### config.mk
export PLATFORM = sky130hd
export DESIGN_NAME = adsq_top
export DESIGN_NICKNAME = d
export VERILOG_FILES = /design/src/verilog/adsq_pkg.sv /design/src/verilog/adsq_sar.sv /design/src/verilog/adsq_top.sv
export VERILOG_INCLUDE_DIRS = /design/src /design/src/verilog
export SDC_FILE = /design/constraint.sdc
export NUM_CORES = 1
export LEC_CHECK = 0
export ABC_AREA = 1
export BUFFER_PORTS_ARGS = -buffer_cell sky130_fd_sc_hd__buf_4
export CORE_MARGIN = 2
export CORE_UTILIZATION = 48
export CTS_CLUSTER_SIZE = 14
export DETAILED_ROUTE_END_ITERATION = 8
export GPL_TIMING_DRIVEN = 0
export PLACE_DENSITY_LB_ADDON = 0.05
export SLEW_MARGIN = 20
export SYNTH_ARGS = -nofsm -noshare
export SYNTH_HDL_FRONTEND = slang
export SYNTH_SLANG_ARGS = --single-unit
### constraint.sdc
create_clock -name CLK_I -period 4.25 [get_ports CLK_I]
set_input_delay 0.425 -clock CLK_I [delete_from_list [all_inputs] [get_ports CLK_I]]
set_output_delay 0.425 -clock CLK_I [all_outputs]
set_load 0.05 [all_outputs]
### src/verilog/adsq_consts.svh
// Register map, field positions and timing counts of the converter control
`ifndef ADSQ_CONSTS_SVH
`define ADSQ_CONSTS_SVH

// Word indices, byte address = index * 4
`define ADSQ_IDX_CTL 3'h0
`define ADSQ_IDX_RES1 3'h1
`define ADSQ_IDX_RES2 3'h2
`define ADSQ_IDX_RES3 3'h3
`define ADSQ_IDX_RES4 3'h4
`define ADSQ_IDX_OPT 3'h5

// Control/status fields
`define ADSQ_CCF_BIT 7
`define ADSQ_ZERO_BIT 6
`define ADSQ_SCAN_BIT 5
`define ADSQ_MULTI_CHANNEL_SELECT_BIT 4
`define ADSQ_SEL_HI 3
`define ADSQ_SEL_LO 0

// Option fields
`define ADSQ_OPT_CLOCK_SOURCE_SELECT 0
`define ADSQ_OPT_PU 1
`define ADSQ_OPT_RST 2'h0

// Conversion timing in conversion-clock steps, sync delay in bus clock cycles
`define ADSQ_SAMPLE_CYC 5'h0C
`define ADSQ_BIT_FIRST 5'h0C
`define ADSQ_BIT_END 5'h1C
`define ADSQ_CONV_LAST 5'h1F
`define ADSQ_SYNC_LAST 2'h1

// Channel codes
`define ADSQ_CH_REF_HI 4'hC
`define ADSQ_CH_REF_LO 4'hD
`define ADSQ_CH_HALF 4'hE
`define ADSQ_LAST_SLOT 2'h3

`endif

### src/verilog/adsq_pkg.sv
// Types shared by the converter control modules
package adsq_pkg;

    typedef enum logic [1:0] {
        SQ_IDLE = 2'b00,
        SQ_CONV = 2'b01,
        SQ_SYNC = 2'b10,
        SQ_XFER = 2'b11
    } adsq_state_e;

    typedef logic [7:0] adsq_byte_t;

endpackage

### src/verilog/adsq_sar.sv
// Successive-approximation step engine for one 8-bit conversion
`timescale 1ns/100ps
`include "adsq_consts.svh"

module adsq_sar (
    // Clock and reset
    input wire logic clk_i,
    input wire logic rst_n_i,
    // Control
    input wire logic start_i,
    input wire logic step_i,
    input wire logic comp_i,
    // Results
    output logic sample_o,
    output logic [7:0] trial_o,
    output logic done_o,
    output logic [7:0] result_o
);

    logic [4:0] cnt_q;
    logic [4:0] cnt_d;
    logic busy_q;
    logic busy_d;
    logic [7:0] code_q;
    logic [7:0] code_d;
    logic [4:0] bit_n;
    logic [2:0] idx;

    always_comb begin
        cnt_d = cnt_q;
        busy_d = busy_q;
        code_d = code_q;
        bit_n = cnt_q - `ADSQ_BIT_FIRST;
        idx = 3'h7 - bit_n[3:1];
        // Restart wins, so a new start aborts a conversion
        if (start_i) begin
            cnt_d = 5'h00;
            busy_d = 1'b1;
            code_d = 8'h00;
        end else if (busy_q && step_i) begin
            // Two steps a bit; the trial leaves early so its judge sees it
            if (cnt_q >= `ADSQ_BIT_FIRST && cnt_q < `ADSQ_BIT_END) begin
                if (!cnt_q[0]) begin
                    code_d[idx] = 1'b1;
                end else if (!comp_i) begin
                    code_d[idx] = 1'b0;
                end
            end
            if (cnt_q == `ADSQ_CONV_LAST) begin // RULE_23
                busy_d = 1'b0;
            end else begin
                cnt_d = cnt_q + 5'h01;
            end
        end
    end

    always_ff @(posedge clk_i or negedge rst_n_i) begin
        if (!rst_n_i) begin
            cnt_q <= 5'h00;
            busy_q <= 1'b0;
            code_q <= 8'h00;
        end else begin
            cnt_q <= cnt_d;
            busy_q <= busy_d;
            code_q <= code_d;
        end
    end

    assign sample_o = busy_q && (cnt_q < `ADSQ_SAMPLE_CYC); // RULE_20
    assign trial_o = code_d;
    assign done_o = busy_q && step_i && !start_i &&
                    (cnt_q == `ADSQ_CONV_LAST);
    assign result_o = code_q;

endmodule

### src/verilog/adsq_top.sv
// Converter sequencer with Wishbone register slave
// Operation
// RULE_01: One of eleven sources is routed per conversion, set by select.
// RULE_02: A sequence is four conversions filling four result registers.
// RULE_03: Scan clear runs once and stops; scan set repeats round-robin.
// RULE_04: RC clocking adds a sync delay before each result update.
// RULE_05: Software picks the RC clock when bus clock is below 750 kHz.
// RULE_06: Software waits for the complete flag before using results.
// RULE_07: On bus clock the first result is valid 34 cycles after write.
// RULE_08: Control bit 7 is read-only status, bit 6 reads zero.
// RULE_09: Reset clears the complete flag only, not mode or select.
// RULE_10: Complete flag sets once all four results of a sequence land.
// RULE_11: Control write clears flag, aborts, and starts a new sequence.
// RULE_12: In scan mode the flag stays set while results keep updating.
// RULE_13: Multi clear converts the one selected channel four times.
// RULE_14: Multi set converts the group picked by the two high bits.
// RULE_15: In multi mode low select code fixes the result register.
// RULE_16: Codes 0-7 pins, 12-14 references and half, others reserved.
// RULE_17: Half reference forced by capacitor control during sampling.
// RULE_18: Four read-only 8-bit result registers.
// RULE_19: Results update only when no read is in progress.
// RULE_20: Sample switch closed only for the twelve-cycle sample.
// RULE_21: Software keeps clock select low for conversions below 2 MHz.
// RULE_22: Charge pump off after reset; software powers it up first.
// RULE_23: Each conversion takes 32 cycles; slots run in ascending order.
`timescale 1ns/100ps
`include "adsq_consts.svh"

module adsq_top (
    // Clock and reset
    input wire logic CLK_I,
    input wire logic RST_B_I,
    // Wishbone slave
    input wire logic CYC_I,
    input wire logic STB_I,
    input wire logic WE_I,
    input wire logic [4:2] ADR_I,
    input wire logic [3:0] SEL_I,
    input wire logic [31:0] DAT_I,
    output logic [31:0] DAT_O,
    output logic ACK_O,
    // Analog front end
    input wire logic COMP_I,
    input wire logic RC_OSC_I,
    output logic [7:0] PIN_SEL_O,
    output logic REF_HI_O,
    output logic REF_LO_O,
    output logic HALF_REF_O,
    output logic SAMPLE_O,
    output logic [7:0] DAC_CODE_O,
    output logic PUMP_EN_O,
    output logic RC_OSC_EN_O
);

    // Reset release synchroniser
    logic rst_meta_q;
    logic rst_n_q;

    always_ff @(posedge CLK_I or negedge RST_B_I) begin
        if (!RST_B_I) begin
            rst_meta_q <= 1'b0;
            rst_n_q <= 1'b0;
        end else begin
            rst_meta_q <= 1'b1;
            rst_n_q <= rst_meta_q;
        end
    end

    // Pin synchronisers, first stage read only by second
    logic comp_meta_q;
    logic comp_q;
    logic rc_meta_q;
    logic rc_q;
    logic rc_last_q;
    logic rc_tick;

    always_ff @(posedge CLK_I or negedge rst_n_q) begin
        if (!rst_n_q) begin
            comp_meta_q <= 1'b0;
            comp_q <= 1'b0;
            rc_meta_q <= 1'b0;
            rc_q <= 1'b0;
            rc_last_q <= 1'b0;
        end else begin
            comp_meta_q <= COMP_I;
            comp_q <= comp_meta_q;
            rc_meta_q <= RC_OSC_I;
            rc_q <= rc_meta_q;
            rc_last_q <= rc_q;
        end
    end

    assign rc_tick = rc_q && !rc_last_q;

    // Bus slave
    logic ack_q;
    logic ack_d;
    logic [31:0] dat_q;
    logic [31:0] dat_d;
    logic bus_req;
    logic wr_fire;
    logic wr_ctl;
    logic wr_opt;
    logic rd_busy;

    // Control, option and result storage
    logic [5:0] ctl_q;
    logic [5:0] ctl_d;
    logic [1:0] opt_q;
    logic [1:0] opt_d;
    logic ccf_q;
    logic ccf_d;
    adsq_pkg::adsq_byte_t res_q [0:3];
    adsq_pkg::adsq_byte_t res_d [0:3];
    logic [7:0] ctl_rd;

    // Sequencer
    adsq_pkg::adsq_state_e sq_q;
    adsq_pkg::adsq_state_e sq_d;
    logic [1:0] slot_q;
    logic [1:0] slot_d;
    logic [1:0] sync_q;
    logic [1:0] sync_d;
    adsq_pkg::adsq_byte_t hold_q;
    adsq_pkg::adsq_byte_t hold_d;
    logic sar_start;
    logic sar_step;
    logic sar_sample;
    logic sar_done;
    logic [7:0] sar_trial;
    logic [7:0] sar_res;
    logic [3:0] cur_ch;
    logic clock_source_select;
    logic scan;
    logic multi_channel_select;

    assign bus_req = CYC_I && STB_I;
    // A write lands on the edge where the master sees ack
    assign wr_fire = bus_req && WE_I && ack_q && SEL_I[0];
    assign wr_ctl = wr_fire && (ADR_I == `ADSQ_IDX_CTL); // RULE_11
    assign wr_opt = wr_fire && (ADR_I == `ADSQ_IDX_OPT);
    assign rd_busy = bus_req && !WE_I;
    assign clock_source_select = opt_q[`ADSQ_OPT_CLOCK_SOURCE_SELECT];
    assign scan = ctl_q[`ADSQ_SCAN_BIT];
    assign multi_channel_select = ctl_q[`ADSQ_MULTI_CHANNEL_SELECT_BIT];

    // Bit 6 is not stored and always reads zero
    assign ctl_rd = {ccf_q, 1'b0, ctl_q}; // RULE_08

    always_comb begin
        ack_d = bus_req && !ack_q;
        dat_d = 32'h0000_0000;
        if (ack_d && !WE_I) begin
            unique case (ADR_I)
                `ADSQ_IDX_CTL: dat_d[7:0] = ctl_rd;
                `ADSQ_IDX_RES1: dat_d[7:0] = res_q[0]; // RULE_18
                `ADSQ_IDX_RES2: dat_d[7:0] = res_q[1];
                `ADSQ_IDX_RES3: dat_d[7:0] = res_q[2];
                `ADSQ_IDX_RES4: dat_d[7:0] = res_q[3];
                `ADSQ_IDX_OPT: dat_d[1:0] = opt_q;
                default: dat_d = 32'h0000_0000;
            endcase
        end
    end

    always_ff @(posedge CLK_I or negedge rst_n_q) begin
        if (!rst_n_q) begin
            ack_q <= 1'b0;
            dat_q <= 32'h0000_0000;
        end else begin
            ack_q <= ack_d;
            dat_q <= dat_d;
        end
    end

    // Mode and select hold across reset
    always_comb begin
        ctl_d = ctl_q;
        opt_d = opt_q;
        if (wr_ctl) begin
            ctl_d = DAT_I[`ADSQ_SCAN_BIT:`ADSQ_SEL_LO];
        end
        if (wr_opt) begin
            opt_d = DAT_I[1:0];
        end
    end

    always_ff @(posedge CLK_I) begin
        ctl_q <= ctl_d; // RULE_09
    end

    // Pump stays off until software powers it up
    always_ff @(posedge CLK_I or negedge rst_n_q) begin
        if (!rst_n_q) begin
            opt_q <= `ADSQ_OPT_RST; // RULE_22
        end else begin
            opt_q <= opt_d;
        end
    end

    // Channel of the current slot
    always_comb begin
        if (multi_channel_select) begin
            cur_ch = {ctl_q[`ADSQ_SEL_HI:2], slot_q}; // RULE_14
        end else begin
            cur_ch = ctl_q[`ADSQ_SEL_HI:`ADSQ_SEL_LO]; // RULE_13
        end
    end

    // RC steps synchronised; on bus clock the comparator shares this clock
    assign sar_step = clock_source_select ? rc_tick : 1'b1;

    always_comb begin
        sq_d = sq_q;
        slot_d = slot_q;
        sync_d = sync_q;
        hold_d = hold_q;
        ccf_d = ccf_q;
        sar_start = 1'b0;
        for (int i = 0; i < 4; i++) begin
            res_d[i] = res_q[i];
        end
        if (wr_ctl) begin
            // Abort whatever runs and begin at slot one
            sq_d = adsq_pkg::SQ_CONV; // RULE_11
            slot_d = 2'h0;
            ccf_d = 1'b0;
            sar_start = 1'b1;
        end else begin
            unique case (sq_q)
                adsq_pkg::SQ_IDLE: begin
                    sq_d = adsq_pkg::SQ_IDLE;
                end
                adsq_pkg::SQ_CONV: begin
                    if (sar_done) begin
                        hold_d = sar_res;
                        sync_d = 2'h0;
                        if (clock_source_select) begin
                            sq_d = adsq_pkg::SQ_SYNC; // RULE_04
                        end else begin
                            sq_d = adsq_pkg::SQ_XFER;
                        end
                    end
                end
                adsq_pkg::SQ_SYNC: begin
                    if (sync_q == `ADSQ_SYNC_LAST) begin
                        sq_d = adsq_pkg::SQ_XFER; // RULE_04
                    end else begin
                        sync_d = sync_q + 2'h1;
                    end
                end
                adsq_pkg::SQ_XFER: begin
                    // Deferred while a read is pending on the bus
                    if (!rd_busy) begin // RULE_19
                        res_d[slot_q] = hold_q; // RULE_15
                        if (slot_q == `ADSQ_LAST_SLOT) begin
                            ccf_d = 1'b1; // RULE_10
                            slot_d = 2'h0;
                            if (scan) begin
                                sq_d = adsq_pkg::SQ_CONV; // RULE_03
                                sar_start = 1'b1; // RULE_12
                            end else begin
                                sq_d = adsq_pkg::SQ_IDLE; // RULE_03
                            end
                        end else begin
                            slot_d = slot_q + 2'h1; // RULE_02
                            sq_d = adsq_pkg::SQ_CONV;
                            sar_start = 1'b1;
                        end
                    end
                end
            endcase
        end
    end

    always_ff @(posedge CLK_I or negedge rst_n_q) begin
        if (!rst_n_q) begin
            sq_q <= adsq_pkg::SQ_IDLE;
            slot_q <= 2'h0;
            sync_q <= 2'h0;
            hold_q <= 8'h00;
            ccf_q <= 1'b0; // RULE_09
        end else begin
            sq_q <= sq_d;
            slot_q <= slot_d;
            sync_q <= sync_d;
            hold_q <= hold_d;
            ccf_q <= ccf_d;
        end
    end

    // Results have no reset, only conversions write them
    always_ff @(posedge CLK_I) begin
        for (int i = 0; i < 4; i++) begin
            res_q[i] <= res_d[i]; // RULE_07
        end
    end

    adsq_sar u_sar (
        .clk_i(CLK_I),
        .rst_n_i(rst_n_q),
        .start_i(sar_start),
        .step_i(sar_step),
        .comp_i(clock_source_select ? comp_q : COMP_I),
        .sample_o(sar_sample),
        .trial_o(sar_trial),
        .done_o(sar_done),
        .result_o(sar_res)
    );

    // Front-end drive, all outputs registered
    logic [7:0] pin_d;
    logic [7:0] pin_q;
    logic hi_d;
    logic hi_q;
    logic lo_d;
    logic lo_q;
    logic half_d;
    logic half_q;
    logic samp_q;
    logic [7:0] dac_q;
    logic pump_q;
    logic rcen_q;
    logic active;

    assign active = (sq_q != adsq_pkg::SQ_IDLE);

    // Reserved codes route nothing, pin decode per channel
    genvar g;
    generate
        for (g = 0; g < 8; g++) begin : g_pin
            assign pin_d[g] = active && (cur_ch == 4'(g)); // RULE_01
        end
    endgenerate

    always_comb begin
        hi_d = active && (cur_ch == `ADSQ_CH_REF_HI); // RULE_16
        lo_d = active && (cur_ch == `ADSQ_CH_REF_LO); // RULE_16
        // No divider exists; capacitors are forced while sampling
        half_d = sar_sample && (cur_ch == `ADSQ_CH_HALF); // RULE_17
    end

    always_ff @(posedge CLK_I or negedge rst_n_q) begin
        if (!rst_n_q) begin
            pin_q <= 8'h00;
            hi_q <= 1'b0;
            lo_q <= 1'b0;
            half_q <= 1'b0;
            samp_q <= 1'b0;
            dac_q <= 8'h00;
            pump_q <= 1'b0;
            rcen_q <= 1'b0;
        end else begin
            pin_q <= pin_d;
            hi_q <= hi_d;
            lo_q <= lo_d;
            half_q <= half_d;
            samp_q <= sar_sample; // RULE_20
            dac_q <= sar_trial;
            pump_q <= opt_q[`ADSQ_OPT_PU]; // RULE_22
            rcen_q <= opt_q[`ADSQ_OPT_PU] && clock_source_select;
        end
    end

    assign ACK_O = ack_q;
    assign DAT_O = dat_q;
    assign PIN_SEL_O = pin_q;
    assign REF_HI_O = hi_q;
    assign REF_LO_O = lo_q;
    assign HALF_REF_O = half_q;
    assign SAMPLE_O = samp_q;
    assign DAC_CODE_O = dac_q;
    assign PUMP_EN_O = pump_q;
    assign RC_OSC_EN_O = rcen_q;

endmodule

==> results of run 1 <==
==> worst max-delay path, delay by kind of cell (launching register included) <==
family | cells | cell delay (ns)
DFF | 1 | 0.47
AOI/OAI and AO/OA | 1 | 0.10
buffers and inverters | 3 | 0.23
adders and majority gates | 2 | 0.41
and+or+nand+nor | 5 | 0.66
==> final cells by class <==
cell class,count,area (µm²)
fillers,741,3610
flip-flops and latches,99,2670
multi-input cells,264,1360
repair buffers,48,375
plain buffers,27,201
inverters,52,198
clock buffers,12,178
well taps,108,135
clock inverters,4,30.0
==> worst paths after layout <==
path                           startpoint  depth (start not counted)  slack (ns)         to
max                        u_sar.cnt_q[1]                         11        2.28  hold_q[1]
min                              RC_OSC_I                          1        0.17  rc_meta_q
max reg2reg                u_sar.cnt_q[1]                         11        2.28  hold_q[1]
min reg2reg                       rst_n_q                          0        0.25   SAMPLE_O
max in group asynchronous         rst_n_q                          1        3.49  hold_q[7]
min in group asynchronous         rst_n_q                          0        0.25   SAMPLE_O
==> synth_stat cells, types with 5 or more instances <==
cell,number
a21oi_1,14
buf_4,24
dfrtp_1,61
edfxtp_1,38
ha_1,12
inv_1,47
nand2_1,83
nand2_2,5
nand3_1,14
nor2_1,44
o21a_1,6
o21ai_0,19
o22ai_1,5
==> stage by stage <==
stage               worst slack, ns  total power [W]  hold slack (ns)  std cells  area [µm²]
finish                         2.28          0.00256            0.168        614        5150
global route                   2.10          0.00272            0.146        614        5150
CTS                            2.27          0.00258            0.158        614        5150
detailed placement             2.17          0.00198            0.209        597        4930
global placement               1.72          0.00196            0.208        596        4910
floorplan                      2.43          0.00177            0.129        442        4430
==> flip-flops by register name (all words and copies together), names as in the netlist, 2 cells and up <==
register        count
sync_q              2
u_sar.result_o      8
PIN_SEL_O           8
res_q              32
ctl_q               6
u_sar.cnt_q         5
sq_q                2
slot_q              2
opt_q               2
hold_q              8
DAT_O               8
==> kinds of logic after synthesis <==
family	synth area share, %
and+or+nand+nor	17.9
DFF	61.5
buffers and inverters	9.20
AOI/OAI and AO/OA	7.55
adders and majority gates	3.46
other	0.173
muxes	0.259
==> repair_timing <==
action / 4_1_cts / 5_1_grt
hold buffers: 1 / 0
setup endpoints to repair: 0 / 0
endpoints found under the hold margin: 2 / 0
==> placed cells by master, fill, tap and decap left out, types with 6 or more instances in the layout <==
cell	instances
conb_1	25
nor2_1	44
inv_1	47
o21ai_0	19
nand2_1	83
dfrtp_1	60
a21oi_1	14
o21a_1	6
clkbuf_8	9
nand3_1	14
edfxtp_1	38
ha_1	12
buf_4	70
==> layer usage <==
| layer | GRT usage (%) | up-vias |
|---|---|---|
| li1 | - | 1482 |
| met1 | 23.9 | 1351 |
| met2 | 28.1 | 69 |
| met3 | 2.88 | 4 |
| met4 | 7.48 | 0 |
| met5 | 0 | - |
==> power by group through the flow <==
| stage | sequential, W | clock (W) | combinational [W] |
|---|---|---|---|
| 3_5_place_dp | 0.00121 | 0 | 0.000766 |
| 2_1_floorplan | 0.00135 | 0 | 0.000423 |
| 5_1_grt | 0.00121 | 0.000665 | 0.000850 |
| 6_report | 0.00119 | 0.000607 | 0.000767 |
| 3_3_place_gp | 0.00121 | 0 | 0.000753 |
| 4_1_cts | 0.00119 | 0.000621 | 0.000771 |
==> results.toml, run 1 <==
[outcome]
status = "completed"

[finish]
drive_above_1_share_pct = 22.3
final_util_pct = 58.8
area_growth_pct = 18.6
final_nets = 559
n_antenna_cell = 0

[critical_path]
max_stage_delay_ns = 0.47
cp.required_ns = 4.50
crit_fanout = 10
endpoint_kind = "register"
cp_cell_sequence = "ha_1 > inv_1 > nor2_1 > ha_1 > inv_1 > nor2_1 > nand3_4 > nor2_8 > buf_6 > nand2_1 > o21a_1"
start_kind = "register"
arrival_ns = 2.23
worst_path_max_delay_cell = "dfrtp_1"
worstSetupPathType = "reg -> reg"

[flow_run]
cap_violations = 0

[power]
combPwrFrac_pct = 29.9
p_seq_share_pct = 46.4
p_int_w = 0.00162
p_sw_w = 0.000942
power.leakage_nw = 2.47
p_per_area_nw_per_um2 = 498
p_sw_share_pct = 36.7
vdd_drop_max_mv = 0.283
clockPowerShare_pct = 23.7

[place]
hpwl_mm = 6.08
io_buffers = 46
place_congestion = 0.868

[sta]
worst_pin_slew_ns = 0.811
fmax_ghz = 0.507
maxSlewHeadroom_pct = 45.7
setup_violations = 0
finalHoldViolations = 0
finalSetupTns_ns = 0
drv_slew = 0
fin_skew_ns = 0.00751
period_minus_slack_ns = 1.97
rsz0062_at_grt = "no"
fin_crit_sh_pct = 46.4

[clock_tree]
clk_transition_reported_paths_ns = 0.09
cts_inserted_buffers = 9
clock-sinks = 99
post-cts-setup-buffer-count = 0
clock_latency_ns = 0.36
cts_htree_levels = 3
cts_resized = 0
cts_max_path_buffers = 2
cts_tree = "built"
cts-root-buf = "clkbuf_8"

[yosys]
avgSynthCellArea_um2 = 10.4
synth_ff_type = "dfrtp_1"
yosysTopAreaCellShare_pct = 35.2
yosys.area.top_type = "dfrtp_1"
ys_top_cells_by_area = "dfrtp_1, edfxtp_1, nand2_1"
synth-seq-area-share_pct = 61.5
ys_types = 37
synth-async-reset-ratio_pct = 61.6
synthesis.area_um2 = 4340
ys_seq_elements = 99
synth_edf_count = 38
postSynthCellCount = 419
synth_warnings = 0

[detailed_routing]
vias = 2906
highest_layer = "met4"
firstDrtPassIters = 4
viasPerCell = 4.73
wl_met2_mm = 4.06
drtAntennaViolNets = 0
drt-initial-drc-count = 105
drc_errors = 0
wire_per_inst_um = 13.2
wl_met3_um = 385
wl_met1_mm = 3.61
wl_mm = 8.10

[global_route]
grt_max_degree = 34
grt_use_total_pct = 17.5
grt_pass1_wl_mm = 13.4
grt_pass1_vias = 2740
overflow = 0
antenna_found_initial = 0

[hold_path]
hold_class = "in -> reg"

[floorplan]
core_um2 = 8760
fp.dieW_um = 99.1
pin_count = 101
rows = 34
dieHeight_um = 99.1
initial_core_util_pct = 49.5
die_area_um2 = 9820
(Power assumes the default switching activity.)
==> run 2: changes to the inputs <==
clock period = 1.8 ns   (was 4.25 ns; I/O delays follow)
==> results.toml, run 2 (same netlist as run 1, synthesis figures left out) <==
[outcome]
status = "completed"

[finish]
n_antenna_cell = 0
area_growth_pct = 24.8
stdcell_area_um2 = 5420
drive_above_1_share_pct = 26.6
layout_commonest_cell = "nand2_1"
final_cell_mix = "nand2_1, buf_4, dfrtp_1, inv_1, edfxtp_1"
regMostFlops = "res_q"
n_fill_cell = 748
largest_register_ffs = 32
final_nets = 575

[global_route]
grt_pass1_vias = 2990
grt_pass1_wl_mm = 14.2
antenna_found_initial = 0
grt_use_total_pct = 18.5
grt_max_degree = 60
overflow = 0

[detailed_routing]
firstDrtPassIters = 4
drt-initial-drc-count = 98
drc_errors = 0
viasPerCell = 4.80
drtAntennaViolNets = 0
wl_mm = 8.48
vias = 3023
wire_per_inst_um = 13.5

[critical_path]
crit_fanout = 5
cp_cell_sequence = "ha_4 > inv_1 > nor2_2 > ha_2 > inv_2 > nor2_4 > nand3_4 > nor2_8 > buf_6 > nand2_2 > o21a_1"
cp.required_ns = 2.05
worst_path_max_delay_cell = "dfrtp_1"
critPathBufInv = 3
worstSetupPathType = "reg -> reg"
arrival_ns = 1.96
path_delay_family = "simple AND/OR/NAND/NOR gates"
start_kind = "register"
max_stage_delay_ns = 0.44
endpoint_kind = "register"

[place]
io_buffers = 46
place_congestion = 0.880
placed_area_um2 = 4910
hpwl_mm = 6.01

[power]
fin_total_pwr_w = 0.00633
vdd_drop_max_mv = 0.878
power.leakage_nw = 2.55
p_per_area_nw_per_um2 = 1170

[clock_tree]
clock_latency_ns = 0.36
cts_inserted_buffers = 9
clock-sinks = 99
clk_transition_reported_paths_ns = 0.09
cts_htree_levels = 3
cts-root-buf = "clkbuf_8"
cts_max_path_buffers = 2
cts_tree = "built"

[sta]
fmax_ghz = 0.586
maxSlewHeadroom_pct = 49.2
finalHoldViolations = 0
period_minus_slack_ns = 1.71
finalSetupTns_ns = 0
drv_slew = 0
worst_pin_slew_ns = 0.762
setup_violations = 0
fin_crit_sh_pct = 94.8
holdWs_ns = 0.115
rsz0062_at_grt = "yes"
fin_skew_ns = 0.00887

[floorplan]
initial_core_util_pct = 49.5
dieHeight_um = 99.1
fp.dieW_um = 99.1
die_area_um2 = 9820
rows = 34
pin_count = 101
core_um2 = 8760

[flow_run]
cap_violations = 0

[hold_path]
hold_class = "in -> reg"
## run 2: cell count changes in the layout (fill, tap and decap cells not counted), moves of 3 or more
cell / before / now
nor2_4: 0 / 5
nor2_1: 44 / 37
dfrtp_2: 0 / 3
nand2_2: 5 / 9
buf_12: 1 / 4
nand2_1: 83 / 78
buf_4: 70 / 73
dfrtp_1: 60 / 57
dlygate4sd3_1: 1 / 9
## run 2: tightest hold or removal path, cell delays in order
cell and delay, ns:
buf_4 0.11, nand2_1 0.09, nor2_1 0.06
## run 2: power breakdown
group / switching (W) / leakage (nW) / internal [W] / total, W
Combinational: 0.00131 / 1.27 / 0.000650 / 0.00196
Sequential: 0.000232 / 1.18 / 0.00259 / 0.00282
Clock: 0.000760 / 0.105 / 0.000787 / 0.00155
## run 2: layout make-up
class / instances / area [µm²] / area share [%]
buffer: 27 / 201 / 3.72
clock buffer: 10 / 128 / 2.36
clock inverter: 6 / 88.8 / 1.64
inverter: 52 / 198 / 3.65
multi-input combinational: 264 / 1440 / 26.5
sequential: 99 / 2680 / 49.4
tap: 108 / 135 / 2.50
timing repair buffer: 64 / 554 / 10.2
## run 2: through the flow
stage	setup slack [ns]	instances	utilization, %
after CTS	-0.205	621	59.6
after global routing	-0.0393	630	61.8
after detailed placement	-0.192	596	56.0
after floorplan	0.0254	442	-
after global placement	-0.174	596	56.0
final	0.0943	630	61.8
## run 2: worst paths after layout
check / start / endpoint / slack [ns] / depth (start not counted)
max: u_sar.cnt_q[0] / hold_q[1] / 0.09 / 11
min: STB_I / ACK_O / 0.12 / 3
max reg2reg: u_sar.cnt_q[0] / hold_q[1] / 0.09 / 11
min reg2reg: rc_meta_q / rc_q / 0.36 / 0
max in group asynchronous: rst_n_q / u_sar.cnt_q[2] / 0.85 / 0
min in group asynchronous: RST_B_I / rst_n_q / 0.13 / 2
## run 2: per-layer routing
layer,up-vias,part of all wire (%),track usage (%)
met5,-,0,0
met2,80,50,31.0
li1,1519,-,-
met4,0,1.1,7.59
met3,7,4.8,2.67
met1,1417,44,24.4
## run 2: repair_timing
action                                  4_1_cts  5_1_grt
pin swaps                                     0        9
endpoints found under the setup margin       44       56
buffers inserted                              0        8
gates resized for setup                       1       26
hold buffers                                  9        0
hold endpoints to repair                     10        0
gates cloned                                  0        1
==> run 3: changes to the inputs <==
RECOVER_POWER = 100   (was not set)
SKIP_LAST_GASP = 1   (was not set)
==> results.toml, run 3 (same netlist as run 1, synthesis figures left out) <==
[critical_path]
crit_fanout = 5
worst_path_max_delay_cell = "dfrtp_1"
cp_cell_sequence = "ha_4 > inv_1 > nor2_2 > ha_2 > inv_2 > nor2_4 > nand3_4 > nor2_8 > buf_6 > nand2_1 > o21a_1"
start_kind = "register"
endpoint_kind = "register"
cp.required_ns = 2.06
max_stage_delay_ns = 0.44
worstSetupPathType = "reg -> reg"
arrival_ns = 1.96

[finish]
final_cell_mix = "nand2_1, dfrtp_1, inv_1, edfxtp_1, nor2_1"
drive_above_1_share_pct = 19.2
multiInputGateArea_um2 = 1420
final_util_pct = 60.1
layout_commonest_cell = "nand2_1"
n_antenna_cell = 0
regMostFlops = "res_q"
final_nets = 575
seq_area_um2 = 2670
largest_register_ffs = 32
n_fill_cell = 773
area_growth_pct = 21.3

[global_route]
overflow = 0
grt_max_degree = 60
grt_pass1_wl_mm = 14.2
grt_pass1_vias = 2990
grt_use_total_pct = 18.5
antenna_found_initial = 0

[floorplan]
dieHeight_um = 99.1
die_area_um2 = 9820
core_um2 = 8760
fp.dieW_um = 99.1
rows = 34
initial_core_util_pct = 49.5
pin_count = 101

[power]
p_per_area_nw_per_um2 = 1180
vdd_drop_max_mv = 0.846
p_int_w = 0.00393
p_sw_w = 0.00229
p_seq_share_pct = 45.3
p_sw_share_pct = 36.9
clockPowerShare_pct = 24.9
power.leakage_nw = 2.41
combPwrFrac_pct = 29.8

[clock_tree]
cts_htree_levels = 3
cts_inserted_buffers = 9
clock_latency_ns = 0.36
clk_transition_reported_paths_ns = 0.09
clock-sinks = 99
cts_tree = "built"
cts_max_path_buffers = 2
cts-root-buf = "clkbuf_8"

[sta]
worst_pin_slew_ns = 1.27
maxSlewHeadroom_pct = 15.3
fmax_ghz = 0.586
fin_ws_ns = 0.0937
finalSetupTns_ns = 0
period_minus_slack_ns = 1.71
rsz0062_at_grt = "yes"
drv_slew = 0
finalHoldViolations = 0
setup_violations = 0
fin_crit_sh_pct = 94.8
fin_skew_ns = 0.00991

[detailed_routing]
drt-initial-drc-count = 103
wl_mm = 8.43
drc_errors = 0
wire_per_inst_um = 13.4
viasPerCell = 4.77
drtAntennaViolNets = 0
firstDrtPassIters = 4
vias = 3002

[flow_run]
cap_violations = 0

[place]
place_congestion = 0.880
place_ws_ns = -0.192
io_buffers = 46
hpwl_mm = 6.01

[hold_path]
hold_class = "in -> reg"

[outcome]
status = "completed"
## run 3: cell count changes in the layout (fill, tap and decap cells not counted), sizes merged
cell    change
clkbuf     +40
buf        -40
## run 3: power groups by stage
stage	logic, W	clock network (W)	registers, W
after floorplan	0.000998	0	0.00318
after global placement	0.00177	0	0.00286
after detailed placement	0.00180	0	0.00287
after CTS	0.00182	0.00158	0.00282
after global routing	0.00207	0.00167	0.00287
final	0.00185	0.00155	0.00282
## run 3: stage by stage
stage               area (µm²)  hold slack, ns  instances  power (W)
finish                    5260           0.114        630    0.00622
CTS                       5220           0.109        621    0.00623
global placement          4910         -0.0375        596    0.00463
detailed placement        4910         -0.0365        596    0.00467
global route              5260           0.111        630    0.00661
floorplan                 4430          -0.116        442    0.00418
## run 3: critical path, delay by kind of cell, from the launching register on
kind                     cells  cell delay, ns
AND/OR/NAND/NOR              5            0.50
buffers and inverters        3            0.21
AO/OA/AOI/OAI                1            0.10
adder cells (fa/ha/maj)      2            0.34
flip-flops                   1            0.44
## run 3: cell type report
type	count	area share, %
timing repair buffer	64	7.96
buffer	27	3.80
sequential	99	50.8
multi-input combinational	264	27.0
tap	108	2.57
clock buffer	10	2.42
clock inverter	6	1.69
inverter	52	3.76
## run 3: what timing repair did
action                     4_1_cts  5_1_grt
setup endpoints to repair       44       56
resized for setup                1       21
hold endpoints to repair        10        0
hold buffers                     9        0
pin swaps                        0        9
buffers inserted                 0        8
gates cloned                     0        1
## run 3: final timing paths
kind                                     start             end  slack (ns)  cells past startpoint
worst max-delay path            u_sar.cnt_q[0]       hold_q[1]        0.09                     11
worst min-delay path                     STB_I           ACK_O        0.11                      3
worst max register to register  u_sar.cnt_q[0]       hold_q[1]        0.09                     11
worst min register to register       rc_meta_q            rc_q        0.36                      0
max in group asynchronous              rst_n_q  u_sar.cnt_q[2]        0.39                      0
min in group asynchronous              RST_B_I      rst_meta_q        0.13                      2
## run 3: routing by layer
layer / GRT usage, % / vias to the layer above / routed length (µm)
met5: 0 / - / 0
met3: 2.67 / 13 / 417
met2: 31.0 / 73 / 4210
li1: - / 1518 / -
met1: 24.4 / 1398 / 3650
met4: 7.59 / 0 / 158
